$ cat config.mk
export PLATFORM = sky130hd
export DESIGN_NAME = swb_top
export DESIGN_NICKNAME = d
export VERILOG_FILES = /design/src/design/swb_pkg.sv /design/src/design/swb_fifo.sv /design/src/design/swb_slot.sv /design/src/design/swb_top.sv
export VERILOG_INCLUDE_DIRS = /design/src /design/src/design
export SDC_FILE = /design/constraint.sdc
export NUM_CORES = 1
export LEC_CHECK = 0
export BUFFER_PORTS_ARGS = -buffer_cell sky130_fd_sc_hd__buf_4
export CORE_MARGIN = 2
export CORE_UTILIZATION = 58
export CTS_BUF_LIST = sky130_fd_sc_hd__clkbuf_4 sky130_fd_sc_hd__clkbuf_8
export CTS_CLUSTER_DIAMETER = 120
export DETAILED_ROUTE_END_ITERATION = 12
export GPL_TIMING_DRIVEN = 1
export HOLD_SLACK_MARGIN = 0.02
export PLACE_DENSITY = 0.83
export SYNTH_ARGS = -nofsm -noshare
export SYNTH_HDL_FRONTEND = slang
export SYNTH_SLANG_ARGS = --single-unit
$ cat constraint.sdc
create_clock -name clk -period 5.2 [get_ports clk]
set_clock_uncertainty 0.1 [all_clocks]
set_input_delay 1.56 -clock clk [delete_from_list [all_inputs] [get_ports clk]]
set_output_delay 1.56 -clock clk [all_outputs]
set_load 0.005 [all_outputs]
$ cat src/design/swb_cfg.svh
// Overview of operation
// write-byte is its command code plus one data byte, then sent on the line.
// write-byte arriving while busy is not acknowledged and is discarded.
// read-byte arriving while busy is not acknowledged and is ignored.
// write-byte line activity starts within 262.5ns after the data byte completes.
// write-byte finishes within eight slot periods plus 262.5ns.
// bytes go onto the line least significant bit first.
// busy flag stays set for the eight slots of either byte command.
// an accepted byte command points the read pointer at status.
// write-byte honours speed, strong pullup and active pullup settings.
// read-byte has no parameter; eight slots fill the read-data register.
// every read-byte slot is a write-one slot whose sampled level is the bit.
// read-byte finishes within eight slot periods plus 262.5ns; a full receive queue keeps it busy until the queue has room.
// read-byte line activity starts within 262.5ns after the command.
// host selects read-data with the pointer, then reads the byte.
// bit zero makes a write-zero slot, bit one a write-one/read slot.
// each slot samples the line at the read sample point.
// first sampled slot lands in bit 0 of the received byte.
`ifndef SWB_CFG_SVH
`define SWB_CFG_SVH

`define SWB_CLK_NS 100
`define SWB_CLK_PS 100000
`define SWB_CYC(ns) (((ns) + `SWB_CLK_NS - 1) / `SWB_CLK_NS)
`define SWB_ACT_MAX_PS 262500
`define SWB_ACT_MAX_CYC (`SWB_ACT_MAX_PS / `SWB_CLK_PS)

`define SWB_SLOT_STD_NS 70000
`define SWB_W0L_STD_NS 60000
`define SWB_W1L_STD_NS 6000
`define SWB_MSR_STD_NS 15000
`define SWB_SLOT_OD_NS 10000
`define SWB_W0L_OD_NS 8000
`define SWB_W1L_OD_NS 1000
`define SWB_MSR_OD_NS 2000
`define SWB_CNT_W 12

`define SWB_CMD_WRITE 8'ha5
`define SWB_CMD_READ 8'h96
`define SWB_BITS_LAST 4'h7
`define SWB_BYTE_ONES 8'hff

`define SWB_OFS_CMD 8'h00
`define SWB_OFS_CFG 8'h04
`define SWB_OFS_PTR 8'h08
`define SWB_OFS_DATA 8'h0c

`define SWB_CFG_SPEED 0
`define SWB_CFG_SPU 1
`define SWB_CFG_APU 2
`define SWB_CFG_RST 3'h0
`define SWB_FIFO_DEPTH 8
`define SWB_FIFO_AW 3

`endif

$ cat src/design/swb_pkg.sv
package swb_pkg;
  typedef enum logic [2:0] {
    ST_IDLE = 3'h1,
    ST_SLOT = 3'h2,
    ST_STORE = 3'h4
  } swb_st_t;
endpackage

$ cat src/design/swb_fifo.sv
`timescale 1ns/10ps
`include "swb_cfg.svh"
module swb_fifo #(
  parameter int W = 8,
  parameter int D = `SWB_FIFO_DEPTH,
  parameter int AW = `SWB_FIFO_AW
) (
  input wire logic clk,
  input wire logic rst_n,
  input wire logic in_valid,
  output logic in_ready,
  input wire logic [W-1:0] in_data,
  output logic out_valid,
  input wire logic out_ready,
  output logic [W-1:0] out_data
);
  logic [W-1:0] mem [D];
  logic [AW-1:0] wp_r, rp_r;
  logic [AW:0] cnt_r;
  logic push, pop;

  // the count is one bit wider than the pointers so that a full queue is told from an empty one
  assign in_ready = (cnt_r != (AW + 1)'(D));
  assign out_valid = (cnt_r != '0);
  assign out_data = mem[rp_r];
  assign push = in_valid && in_ready;
  assign pop = out_valid && out_ready;

  always_ff @(posedge clk) begin
    if (push) begin
      mem[wp_r] <= in_data;
    end
  end

  always_ff @(posedge clk or negedge rst_n) begin
    if (!rst_n) begin
      wp_r <= '0;
      rp_r <= '0;
      cnt_r <= '0;
    end else begin
      if (push) begin
        wp_r <= (wp_r == AW'(D - 1)) ? '0 : wp_r + 1'b1;
      end
      if (pop) begin
        rp_r <= (rp_r == AW'(D - 1)) ? '0 : rp_r + 1'b1;
      end
      cnt_r <= cnt_r + {AW'(0), push} - {AW'(0), pop};
    end
  end
endmodule // swb_fifo

$ cat src/design/swb_slot.sv
`timescale 1ns/10ps
`include "swb_cfg.svh"
module swb_slot (
  input wire logic clk,
  input wire logic rst_n,
  input wire logic start,
  input wire logic tx_bit,
  input wire logic speed,
  input wire logic line_s,
  output logic done,
  output logic rx_bit_r,
  output logic drive_n_r
);
  logic [`SWB_CNT_W-1:0] cnt_r;
  logic act_r, bit_r;

  // pick the standard or overdrive figure for one slot phase
  function automatic logic [`SWB_CNT_W-1:0] cyc(input logic od, input int s, input int o);
    return od ? `SWB_CNT_W'(`SWB_CYC(o)) : `SWB_CNT_W'(`SWB_CYC(s));
  endfunction

  logic [`SWB_CNT_W-1:0] len, low, msr;
  assign len = cyc(speed, `SWB_SLOT_STD_NS, `SWB_SLOT_OD_NS);
  assign msr = cyc(speed, `SWB_MSR_STD_NS, `SWB_MSR_OD_NS);
  assign low = bit_r ? cyc(speed, `SWB_W1L_STD_NS, `SWB_W1L_OD_NS)
                     : cyc(speed, `SWB_W0L_STD_NS, `SWB_W0L_OD_NS);
  assign done = act_r && (cnt_r == len - 1'b1);

  always_ff @(posedge clk or negedge rst_n) begin
    if (!rst_n) begin
      act_r <= 1'b0;
      cnt_r <= '0;
      bit_r <= 1'b1;
    end else if (start) begin
      act_r <= 1'b1;
      cnt_r <= '0;
      bit_r <= tx_bit;
    end else if (done) begin
      act_r <= 1'b0;
    end else if (act_r) begin
      cnt_r <= cnt_r + 1'b1;
    end
  end

  // open drain: pull low only for the slot's low time
  always_ff @(posedge clk or negedge rst_n) begin
    if (!rst_n) begin
      drive_n_r <= 1'b1;
    end else if (start) begin
      drive_n_r <= 1'b0;
    end else if (act_r && cnt_r == low - 1'b1) begin
      drive_n_r <= 1'b1;
    end
  end

  always_ff @(posedge clk or negedge rst_n) begin
    if (!rst_n) begin
      rx_bit_r <= 1'b1;
    end else if (act_r && cnt_r == msr) begin
      rx_bit_r <= line_s;
    end
  end
endmodule // swb_slot

$ cat src/design/swb_top.sv
`timescale 1ns/10ps
`include "swb_cfg.svh"
module swb_top (
  input wire logic clk,
  input wire logic rstn,
  input wire logic hsel,
  input wire logic [31:0] haddr,
  input wire logic [1:0] htrans,
  input wire logic hwrite,
  input wire logic [2:0] hsize,
  input wire logic [31:0] hwdata,
  input wire logic hready,
  output logic hreadyout,
  output logic [31:0] hrdata,
  output logic hresp,
  input wire logic line_i,
  output logic line_o,
  output logic line_oe_n,
  output logic spu_oe_n,
  output logic apu_on
);
  localparam int ACT_MAX = `SWB_ACT_MAX_CYC;

  logic rst_s1_r, rst_s2_r, rst_n;
  logic line_s1_r, line_s2_r;
  logic wr_pend_r;
  logic [7:0] wr_addr_r;
  logic [31:0] hrdata_r;
  logic hreadyout_r, hresp_r;
  logic [2:0] cfg_r;
  logic rptr_r, nack_r;
  swb_pkg::swb_st_t st_r;
  logic [7:0] shift_r;
  logic [3:0] bitn_r;
  logic is_rd_r, go_r;
  logic spu_oe_n_r, apu_on_r;
  logic ap_valid, cmd_we, byte_cmd, acc_wr, acc_rd, acc;
  logic slot_go, slot_done, slot_rx, slot_drv_n;
  logic fifo_in_ready, fifo_out_valid, fifo_pop;
  logic [7:0] fifo_out;
  logic [31:0] rd_val;
  logic [7:0] code;
  logic tx_next;
  logic pull_ok;

  // full decode: anything outside the four words is unmapped
  function automatic logic sel(input logic [31:0] a, input logic [7:0] ofs);
    return (a[31:8] == 24'h0) && (a[7:0] == ofs);
  endfunction

  always_ff @(posedge clk or negedge rstn) begin
    if (!rstn) begin
      rst_s1_r <= 1'b0;
      rst_s2_r <= 1'b0;
    end else begin
      rst_s1_r <= 1'b1;
      rst_s2_r <= rst_s1_r;
    end
  end
  assign rst_n = rst_s2_r;

  always_ff @(posedge clk or negedge rst_n) begin
    if (!rst_n) begin
      line_s1_r <= 1'b1;
      line_s2_r <= 1'b1;
    end else begin
      line_s1_r <= line_i;
      line_s2_r <= line_s1_r;
    end
  end

  // ahb-lite slave: always ready, always okay
  assign ap_valid = hsel && htrans[1] && hready;
  assign code = hwdata[7:0];
  assign cmd_we = wr_pend_r && (wr_addr_r == `SWB_OFS_CMD);
  assign byte_cmd = (code == `SWB_CMD_WRITE) || (code == `SWB_CMD_READ);
  assign acc_wr = cmd_we && (code == `SWB_CMD_WRITE) && (st_r == swb_pkg::ST_IDLE);
  assign acc_rd = cmd_we && (code == `SWB_CMD_READ) && (st_r == swb_pkg::ST_IDLE);
  assign acc = acc_wr || acc_rd;
  assign fifo_pop = ap_valid && !hwrite && sel(haddr, `SWB_OFS_DATA) && rptr_r;

  always_ff @(posedge clk or negedge rst_n) begin
    if (!rst_n) begin
      wr_pend_r <= 1'b0;
      wr_addr_r <= 8'h0;
      hreadyout_r <= 1'b1;
      hresp_r <= 1'b0;
    end else begin
      wr_pend_r <= ap_valid && hwrite && (haddr[31:8] == 24'h0);
      wr_addr_r <= haddr[7:0];
      hreadyout_r <= 1'b1;
      hresp_r <= 1'b0;
    end
  end

  always_comb begin
    rd_val = 32'h0;
    if (sel(haddr, `SWB_OFS_CFG)) begin
      rd_val = {29'h0, cfg_r};
    end else if (sel(haddr, `SWB_OFS_PTR)) begin
      rd_val = {31'h0, rptr_r};
    end else if (sel(haddr, `SWB_OFS_DATA)) begin
      // an empty queue reads as zero rather than a stale slot
      rd_val = rptr_r ? {24'h0, (fifo_out_valid ? fifo_out : 8'h0)}
                      : {28'h0, !fifo_in_ready, fifo_out_valid, nack_r,
                         st_r != swb_pkg::ST_IDLE};
    end
  end

  always_ff @(posedge clk or negedge rst_n) begin
    if (!rst_n) begin
      hrdata_r <= 32'h0;
    end else if (ap_valid && !hwrite) begin
      hrdata_r <= rd_val;
    end
  end

  always_ff @(posedge clk or negedge rst_n) begin
    if (!rst_n) begin
      cfg_r <= `SWB_CFG_RST;
    end else if (wr_pend_r && wr_addr_r == `SWB_OFS_CFG) begin
      cfg_r <= hwdata[2:0];
    end
  end

  // an accepted command wins over a pointer write in the same cycle
  always_ff @(posedge clk or negedge rst_n) begin
    if (!rst_n) begin
      rptr_r <= 1'b0;
    end else if (acc) begin
      rptr_r <= 1'b0;
    end else if (wr_pend_r && wr_addr_r == `SWB_OFS_PTR) begin
      rptr_r <= hwdata[0];
    end
  end

  // refused command leaves a sticky flag; only the next accepted one clears it
  always_ff @(posedge clk or negedge rst_n) begin
    if (!rst_n) begin
      nack_r <= 1'b0;
    end else if (cmd_we && byte_cmd && st_r != swb_pkg::ST_IDLE) begin
      nack_r <= 1'b1;
    end else if (acc) begin
      nack_r <= 1'b0;
    end
  end

  // byte engine; next slot starts in the very cycle the previous one ends
  assign slot_go = go_r || (st_r == swb_pkg::ST_SLOT && slot_done
                            && bitn_r != `SWB_BITS_LAST);
  // a continuing slot starts on the edge that shifts, so it takes the next bit up
  assign tx_next = go_r ? shift_r[0] : shift_r[1];

  always_ff @(posedge clk or negedge rst_n) begin
    if (!rst_n) begin
      st_r <= swb_pkg::ST_IDLE;
      shift_r <= 8'h0;
      bitn_r <= 4'h0;
      is_rd_r <= 1'b0;
      go_r <= 1'b0;
    end else begin
      go_r <= 1'b0;
      case (st_r)
        swb_pkg::ST_IDLE: begin
          if (acc) begin
            // full byte is in hand before the first slot, so lsb can lead
            shift_r <= acc_rd ? `SWB_BYTE_ONES : hwdata[15:8];
            is_rd_r <= acc_rd;
            bitn_r <= 4'h0;
            go_r <= 1'b1;
            st_r <= swb_pkg::ST_SLOT;
          end
        end
        swb_pkg::ST_SLOT: begin
          if (slot_done) begin
            shift_r <= {slot_rx, shift_r[7:1]};
            bitn_r <= bitn_r + 1'b1;
            if (bitn_r == `SWB_BITS_LAST) begin
              st_r <= is_rd_r ? swb_pkg::ST_STORE : swb_pkg::ST_IDLE;
            end
          end
        end
        swb_pkg::ST_STORE: begin
          // a full receive queue stalls here, keeping busy set
          if (fifo_in_ready) begin
            st_r <= swb_pkg::ST_IDLE;
          end
        end
        default: begin
          st_r <= swb_pkg::ST_IDLE;
        end
      endcase
    end
  end

  swb_slot u_slot (
    .clk(clk),
    .rst_n(rst_n),
    .start(slot_go),
    .tx_bit(tx_next),
    .speed(cfg_r[`SWB_CFG_SPEED]),
    .line_s(line_s2_r),
    .done(slot_done),
    .rx_bit_r(slot_rx),
    .drive_n_r(slot_drv_n)
  );

  swb_fifo #(.W(8), .D(`SWB_FIFO_DEPTH), .AW(`SWB_FIFO_AW)) u_fifo (
    .clk(clk),
    .rst_n(rst_n),
    .in_valid(st_r == swb_pkg::ST_STORE),
    .in_ready(fifo_in_ready),
    .in_data(shift_r),
    .out_valid(fifo_out_valid),
    .out_ready(fifo_pop),
    .out_data(fifo_out)
  );

  // pullups act only while the line is released inside a slot,
  // and never on an edge that starts a slot, so they cannot fight the pull-down
  assign pull_ok = st_r == swb_pkg::ST_SLOT && slot_drv_n && !slot_go;

  always_ff @(posedge clk or negedge rst_n) begin
    if (!rst_n) begin
      spu_oe_n_r <= 1'b1;
      apu_on_r <= 1'b0;
    end else begin
      spu_oe_n_r <= !(cfg_r[`SWB_CFG_SPU] && pull_ok && !is_rd_r);
      apu_on_r <= cfg_r[`SWB_CFG_APU] && pull_ok;
    end
  end

  assign hreadyout = hreadyout_r;
  assign hresp = hresp_r;
  assign hrdata = hrdata_r;
  assign line_o = 1'b0;
  assign line_oe_n = slot_drv_n;
  assign spu_oe_n = spu_oe_n_r;
  assign apu_on = apu_on_r;
endmodule // swb_top

==> flow_metrics.tcl, run 1 <==
set metrics [dict create \
    rsz0062_at_grt "false" \
    drt_iter0_drc 305 \
    cts_htree_levels 4 \
    fin_tns_setup_ns 0 \
    postCtsHoldBufs 0 \
    synth_common_cells "64 x dfrtp_1, 64 x edfxtp_1, 40 x nor2_1" \
    yosysSeqAreaShare_pct 59.85 \
    hold_end "rst_n" \
    fin_nets 662 \
    crit_chain "buf_4 > nor4_1 > nand4_1 > nor4_1 > nand4_1 > buf_4 > inv_1 > ha_1 > inv_1 > ha_1 > inv_1 > fa_1 > xnor2_1" \
    rows 37 \
    power.leakage_nw 2.728 \
    syn2layout_area_growth_pct 15.13 \
    viasPerCell 5.785 \
    synth-edff-count 64 \
    drt_wl_total_mm 12.77 \
    fp.dieW_um 107.3 \
    rr_startpoint "wr_addr_r[4]" \
    ir_drop_uv 174.6 \
    seqCellArea_um2 3709 \
    synthCells 501 \
    placed_area_um2 6723 \
    drive_gt1_share_pct 23.42 \
    cp_slowest_cell "nor4_1" \
    min_path_type "flop to flop" \
    yosys_most_used_dff "edfxtp_1" \
    cp_common_cell "inv_1" \
    timing.fmax_ghz 0.2460 \
    async_flop_share_pct 52.59 \
    whs_path_depth 0 \
    arrival_ns 4.33 \
    cts-root-buf "clkbuf_8" \
    track_usage_pct 23.69 \
    power_density_nw_per_um2 292.8 \
    syn_avg_cell_area_um2 12.36 \
    reg2reg_setup_slack_ns 2.14 \
    first_pass_iters 5 \
    vias 4171 \
    portBuffers 65 \
    grt_pass1_vias 4168 \
    max_stage_delay_ns 0.60 \
    nFillCells 706 \
    clk_latency_ns 0.45 \
    path_max_fanout 8 \
    holdWs_ns 0.2561 \
    grt_pass1_wl_mm 20.60 \
    period_share_pct 78.18 \
    synth_cell_types 58 \
    yosysTopAreaCell "edfxtp_1" \
    cts.repair.resized 0 \
    multi_input_area_um2 2221 \
    grt_overflow 0 \
    postSynthRegisterBits 135 \
    worstSetupPathType "input pin to flop" \
    postCtsSetupBuffers 0 \
    fp.dieH_um 107.3 \
    syn_area_um2 6195 \
    ys.warnings.count 0 \
    maxCapViolations 0 \
    r2r_cells 6 \
    ant_nets 0 \
    die-area_um2 11520 \
    relSlewSlack_pct 35.66 \
    cts_buffers 17 \
    rr_endpoint "shift_r[4]" \
    stdcell_area_um2 7132 \
    finalCriticalPeriod_ns 4.065 \
    start_kind "input pin" \
    cp-end-kind "flop" \
    pin_count 113 \
    worstPathRequired_ns 5.46 \
    gp_congestion 0.8693 \
    setup_viol 0 \
    status "finished clean" \
    wl_per_cell_um 17.71 \
    antenna_cells 0 \
    hpwl_mm 8.679 \
    start_util_pct 59.74 \
    antenna_found_initial 0 \
    path_clk_slew_ns 0.07 \
    cts_tree "done" \
    max-clock-path-buffers 2 \
    worst_pin_slew_ns 0.9615 \
    core_um2 10370 \
    drc 0 \
    finalHoldViolations 0 \
    grt_max_degree 70 \
    clock-sinks 135 \
    hp-start "rst_s1_r" \
    synth_area_leaders "edfxtp_1 31%, dfrtp_1 26%, mux4_2 5.5%, buf_4 3.3%, dfstp_2 3.0%" \
    final_max_slew_viol_count 0 \
    yosysTopAreaCellShare_pct 31.02 \
]
## stage by stage
stage	instances	total power, mW	util [%]	setup slack [ns]
after floorplan	527	1.179	-	1.175
after global placement	689	1.204	64.83	0.8707
after detailed placement	689	1.206	64.83	0.7233
after CTS	721	2.101	68.77	1.195
after global routing	721	2.151	68.77	1.004
final	721	2.088	68.77	1.135
## metal layers
| metal | vias up | share of wire [%] | global-route usage, % | routed length [um] |
|---|---|---|---|---|
| met5 | - | 0 | 0 | 0 |
| met4 | 0 | 1.9 | 9.249 | 248 |
| met3 | 23 | 5.8 | 6.114 | 738 |
| met2 | 156 | 53 | 39.56 | 6772 |
| met1 | 2079 | 39 | 29.84 | 5008 |
| li1 | 1913 | - | - | - |
## state kept, by name, summed over array words and instances (netlist names), 3 cells and up
name and count:
u_fifo.wp_r 3, hrdata 8, cfg_r 3, bitn_r 4
st_r 3, u_fifo.cnt_r 4, wr_addr_r 8, shift_r 8
u_fifo.mem 64, u_fifo.rp_r 3, u_slot.cnt_r 12
## critical path: cells and delay by family
kind	cells	cell delay [ns]
AND/OR/NAND/NOR	4	1.30
buffers and inverters	5	0.50
XOR/XNOR	1	0.18
adder cells (fa/ha/maj)	3	0.78
## report_power, final
part,total (mW),internal [mW],switching (mW)
Sequential,1.12,1.12,0.00385
Clock,0.903,0.521,0.382
Combinational,0.0640,0.0328,0.0311
## cell type report
class,count,share of cell area (%)
Sequential cell,135,52.00
Tap cell,136,2.386
Clock buffer,19,3.491
Inverter,24,1.263
Clock inverter,13,2.246
Multi-Input combinational cell,323,31.14
Timing Repair Buffer,71,7.474
## worst max-delay path by stage
stage | to | slack, ns | depth (start not counted) | startpoint
final | u_fifo.cnt_r[2] | 1.13 | 13 | haddr[20]
after global routing | u_fifo.cnt_r[2] | 1.00 | 13 | haddr[21]
after CTS | u_fifo.cnt_r[2] | 1.19 | 13 | haddr[20]
after detailed placement | u_fifo.cnt_r[2] | 0.72 | 13 | haddr[20]
after global placement | u_fifo.cnt_r[2] | 0.87 | 13 | haddr[13]
after floorplan | u_fifo.cnt_r[2] | 1.18 | 11 | haddr[13]
## cells in the final DEF (no fill, tap or decap), drive strengths merged, types with 2 or more instances in the layout
cell	instances
buf	71
edfxtp	64
dfrtp	64
nor2	40
nand2	32
conb	28
o21ai	25
inv	24
nand3	19
clkbuf	19
a21oi	17
mux4	15
ha	14
nor4	11
nand4	10
nor3	10
mux2	10
nand2b	9
or3	9
clkinv	9
xnor2	8
mux2i	8
dfstp	7
nor3b	5
nor2b	5
xor2	4
o22ai	4
a31oi	4
bufinv	4
or2	4
a32o	3
nor4bb	2
and3b	2
o31ai	2
nor4b	2
o21a	2
## logic make-up (layout without fill, tap and decap cells)
logic type / after synthesis / in the layout / share of synthesized area, %
other: 2 / 28 / 0.1212
DFF: 135 / 135 / 59.85
adders and majority gates: 15 / 15 / 3.151
AOI/OAI and AO/OA: 67 / 67 / 6.564
xor gates and xnor gates: 12 / 12 / 1.697
buffers and inverters: 69 / 127 / 5.878
muxes: 33 / 33 / 8.564
and+or+nand+nor: 168 / 168 / 14.18
Power figures use the tool's default switching activity.
==> run 2, diff against run 1 <==
==> constraint.sdc (replaced) <==
create_clock -name clk -period 3.91 [get_ports clk]
set_clock_uncertainty 0.1 [all_clocks]
set_input_delay 1.173 -clock clk [delete_from_list [all_inputs] [get_ports clk]]
set_output_delay 1.173 -clock clk [all_outputs]
set_load 0.005 [all_outputs]
==> run 2 against run 1 <==
- cell count grew 0.28%
- register-to-register slack lost 1.2 ns
- largest cell class unchanged
- highest routed layer unchanged
- critical endpoint unchanged
- largest power group unchanged
- routed wire length shrank 2.0%
==> flow_metrics.tcl, run 2 (synthesis results as in run 1) <==
set metrics [dict create \
    status "finished clean" \
    min_path_type "flop to flop" \
    grt_overflow 0 \
    hp-start "line_s1_r" \
    worstPathRequired_ns 4.15 \
    core_um2 10370 \
    cts_tree "done" \
    cp-endpoint "u_fifo.cnt_r[2]" \
    first_pass_iters 5 \
    relSlewSlack_pct 32.94 \
    postCtsHoldBufs 0 \
    finalCriticalPeriod_ns 3.276 \
    rows 37 \
    drive_gt1_share_pct 24.36 \
    reg2reg_setup_slack_ns 0.97 \
    fp.dieH_um 107.3 \
    top_register "u_fifo.mem" \
    cp_slowest_cell "fa_1" \
    start_util_pct 59.74 \
    p_total_mw 2.605 \
    grt_pass1_wl_mm 20.09 \
    final_max_slew_viol_count 0 \
    start_kind "input pin" \
    path_clk_slew_ns 0.08 \
    arrival_ns 3.52 \
    power.leakage_nw 2.694 \
    use_met2_pct 39.87 \
    crit_chain "buf_4 > nor4_1 > nand4_1 > nor4_1 > buf_4 > nand4_1 > inv_1 > ha_1 > inv_1 > ha_1 > inv_1 > fa_1 > xnor2_1" \
    swShare_pct 24.15 \
    setup_viol 0 \
    power_switching_mw 0.6290 \
    ir_drop_uv 248.8 \
    clk_latency_ns 0.46 \
    r2r_cells 5 \
    nFillCells 722 \
    rr_endpoint "u_slot.cnt_r[1]" \
    worst_pin_slew_ns 1.006 \
    ant_nets 0 \
    seq_power_share_pct 57.5 \
    layout_common_cells "73 x buf_4, 64 x edfxtp_1, 63 x dfrtp_1" \
    p_int_mw 1.976 \
    antenna_found_initial 0 \
    wl_per_cell_um 17.31 \
    syn2layout_area_growth_pct 14.52 \
    cts_buffers 17 \
    p_clk_share_pct 39.6 \
    power_density_nw_per_um2 367.1 \
    fin_nets 664 \
    max-clock-path-buffers 2 \
    rsz0062_at_grt "false" \
    postCtsSetupBuffers 0 \
    reg.largest.list "u_fifo.mem: 64 flops, u_slot.cnt_r: 12 flops" \
    fin_tns_setup_ns 0 \
    cts_htree_levels 4 \
    period_share_pct 83.79 \
    fp.dieW_um 107.3 \
    die-area_um2 11520 \
    drc 0 \
    busiest_layer "met2" \
    path_max_fanout 4 \
    met1_usage_pct 27.96 \
    rr_startpoint "u_slot.cnt_r[8]" \
    drt_iter0_drc 215 \
    max_stage_delay_ns 0.37 \
    track_usage_pct 23.35 \
    largest_reg_flops 64 \
    drt_wl_total_mm 12.52 \
    portBuffers 65 \
    cp_common_cell "inv_1" \
    grt_pass1_vias 4149 \
    vias 4107 \
    grt_max_degree 47 \
    startpoint "haddr[20]" \
    hpwl_mm 8.824 \
    gr-usage-met3_pct 6.538 \
    gp_congestion 0.8612 \
    cp-end-kind "flop" \
    pin_count 113 \
    antenna_cells 0 \
    worstSetupPathType "input pin to flop" \
    cts.repair.resized 0 \
    cts-root-buf "clkbuf_8" \
    viasPerCell 5.680 \
    timing.fmax_ghz 0.3052 \
    maxCapViolations 0 \
    finalHoldViolations 0 \
    pwr-share-comb_pct 2.9 \
    layout_commonest_cell "buf_4" \
    clock-sinks 135 \
]
==> run 2: worst min path at each step <==
stage	to	slack (ns)	cells past startpoint
floorplan	rst_n	0.23	0
global placement	rst_n	0.24	0
detailed placement	line_s2_r	0.25	0
CTS	line_s2_r	0.26	0
global route	line_s2_r	0.27	0
finish	line_s2_r	0.26	0
==> run 2: layout make-up <==
class	instances	area [um^2]	area share [%]
timing repair buffer	73	548.0	7.725
tap	136	170.2	2.399
clock inverter	15	122.6	1.728
inverter	24	90.09	1.270
sequential	135	3709	52.28
multi-input combinational	323	2221	31.31
clock buffer	17	234.0	3.298
==> run 2: through the flow <==
stage	cell area, um^2	worst slack (ns)	cells	hold slack (ns)	utilization [%]
after global routing	7094	0.3979	723	0.2668	68.41
after CTS	7094	0.6507	723	0.2587	68.41
after floorplan	6292	0.2725	527	0.2312	-
after global placement	6738	0.2743	691	0.2361	64.97
after detailed placement	6738	0.1512	691	0.2473	64.97
final	7094	0.6338	723	0.2582	68.41
==> run 2: critical path: cells and delay by family <==
family / cells / cell delay (ns)
buffers and inverters: 5 / 0.50
AND/OR/NAND/NOR: 4 / 0.94
XOR/XNOR: 1 / 0.14
adder cells (fa/ha/maj): 3 / 0.76
==> run 2: power by group through the flow <==
stage          clock [mW]  combinational (mW)  sequential [mW]
2_1_floorplan           0              0.0419             1.53
3_3_place_gp            0              0.0729             1.53
3_5_place_dp            0              0.0752             1.53
4_1_cts              1.04              0.0755             1.50
5_1_grt              1.10              0.0845             1.50
6_report             1.03              0.0760             1.50
==> run 2: routing by layer <==
metal / vias up / wire length (um)
met3: 25 / 626
met5: - / 0
met2: 120 / 6617
met4: 0 / 272
met1: 2042 / 4999
li1: 1920 / -
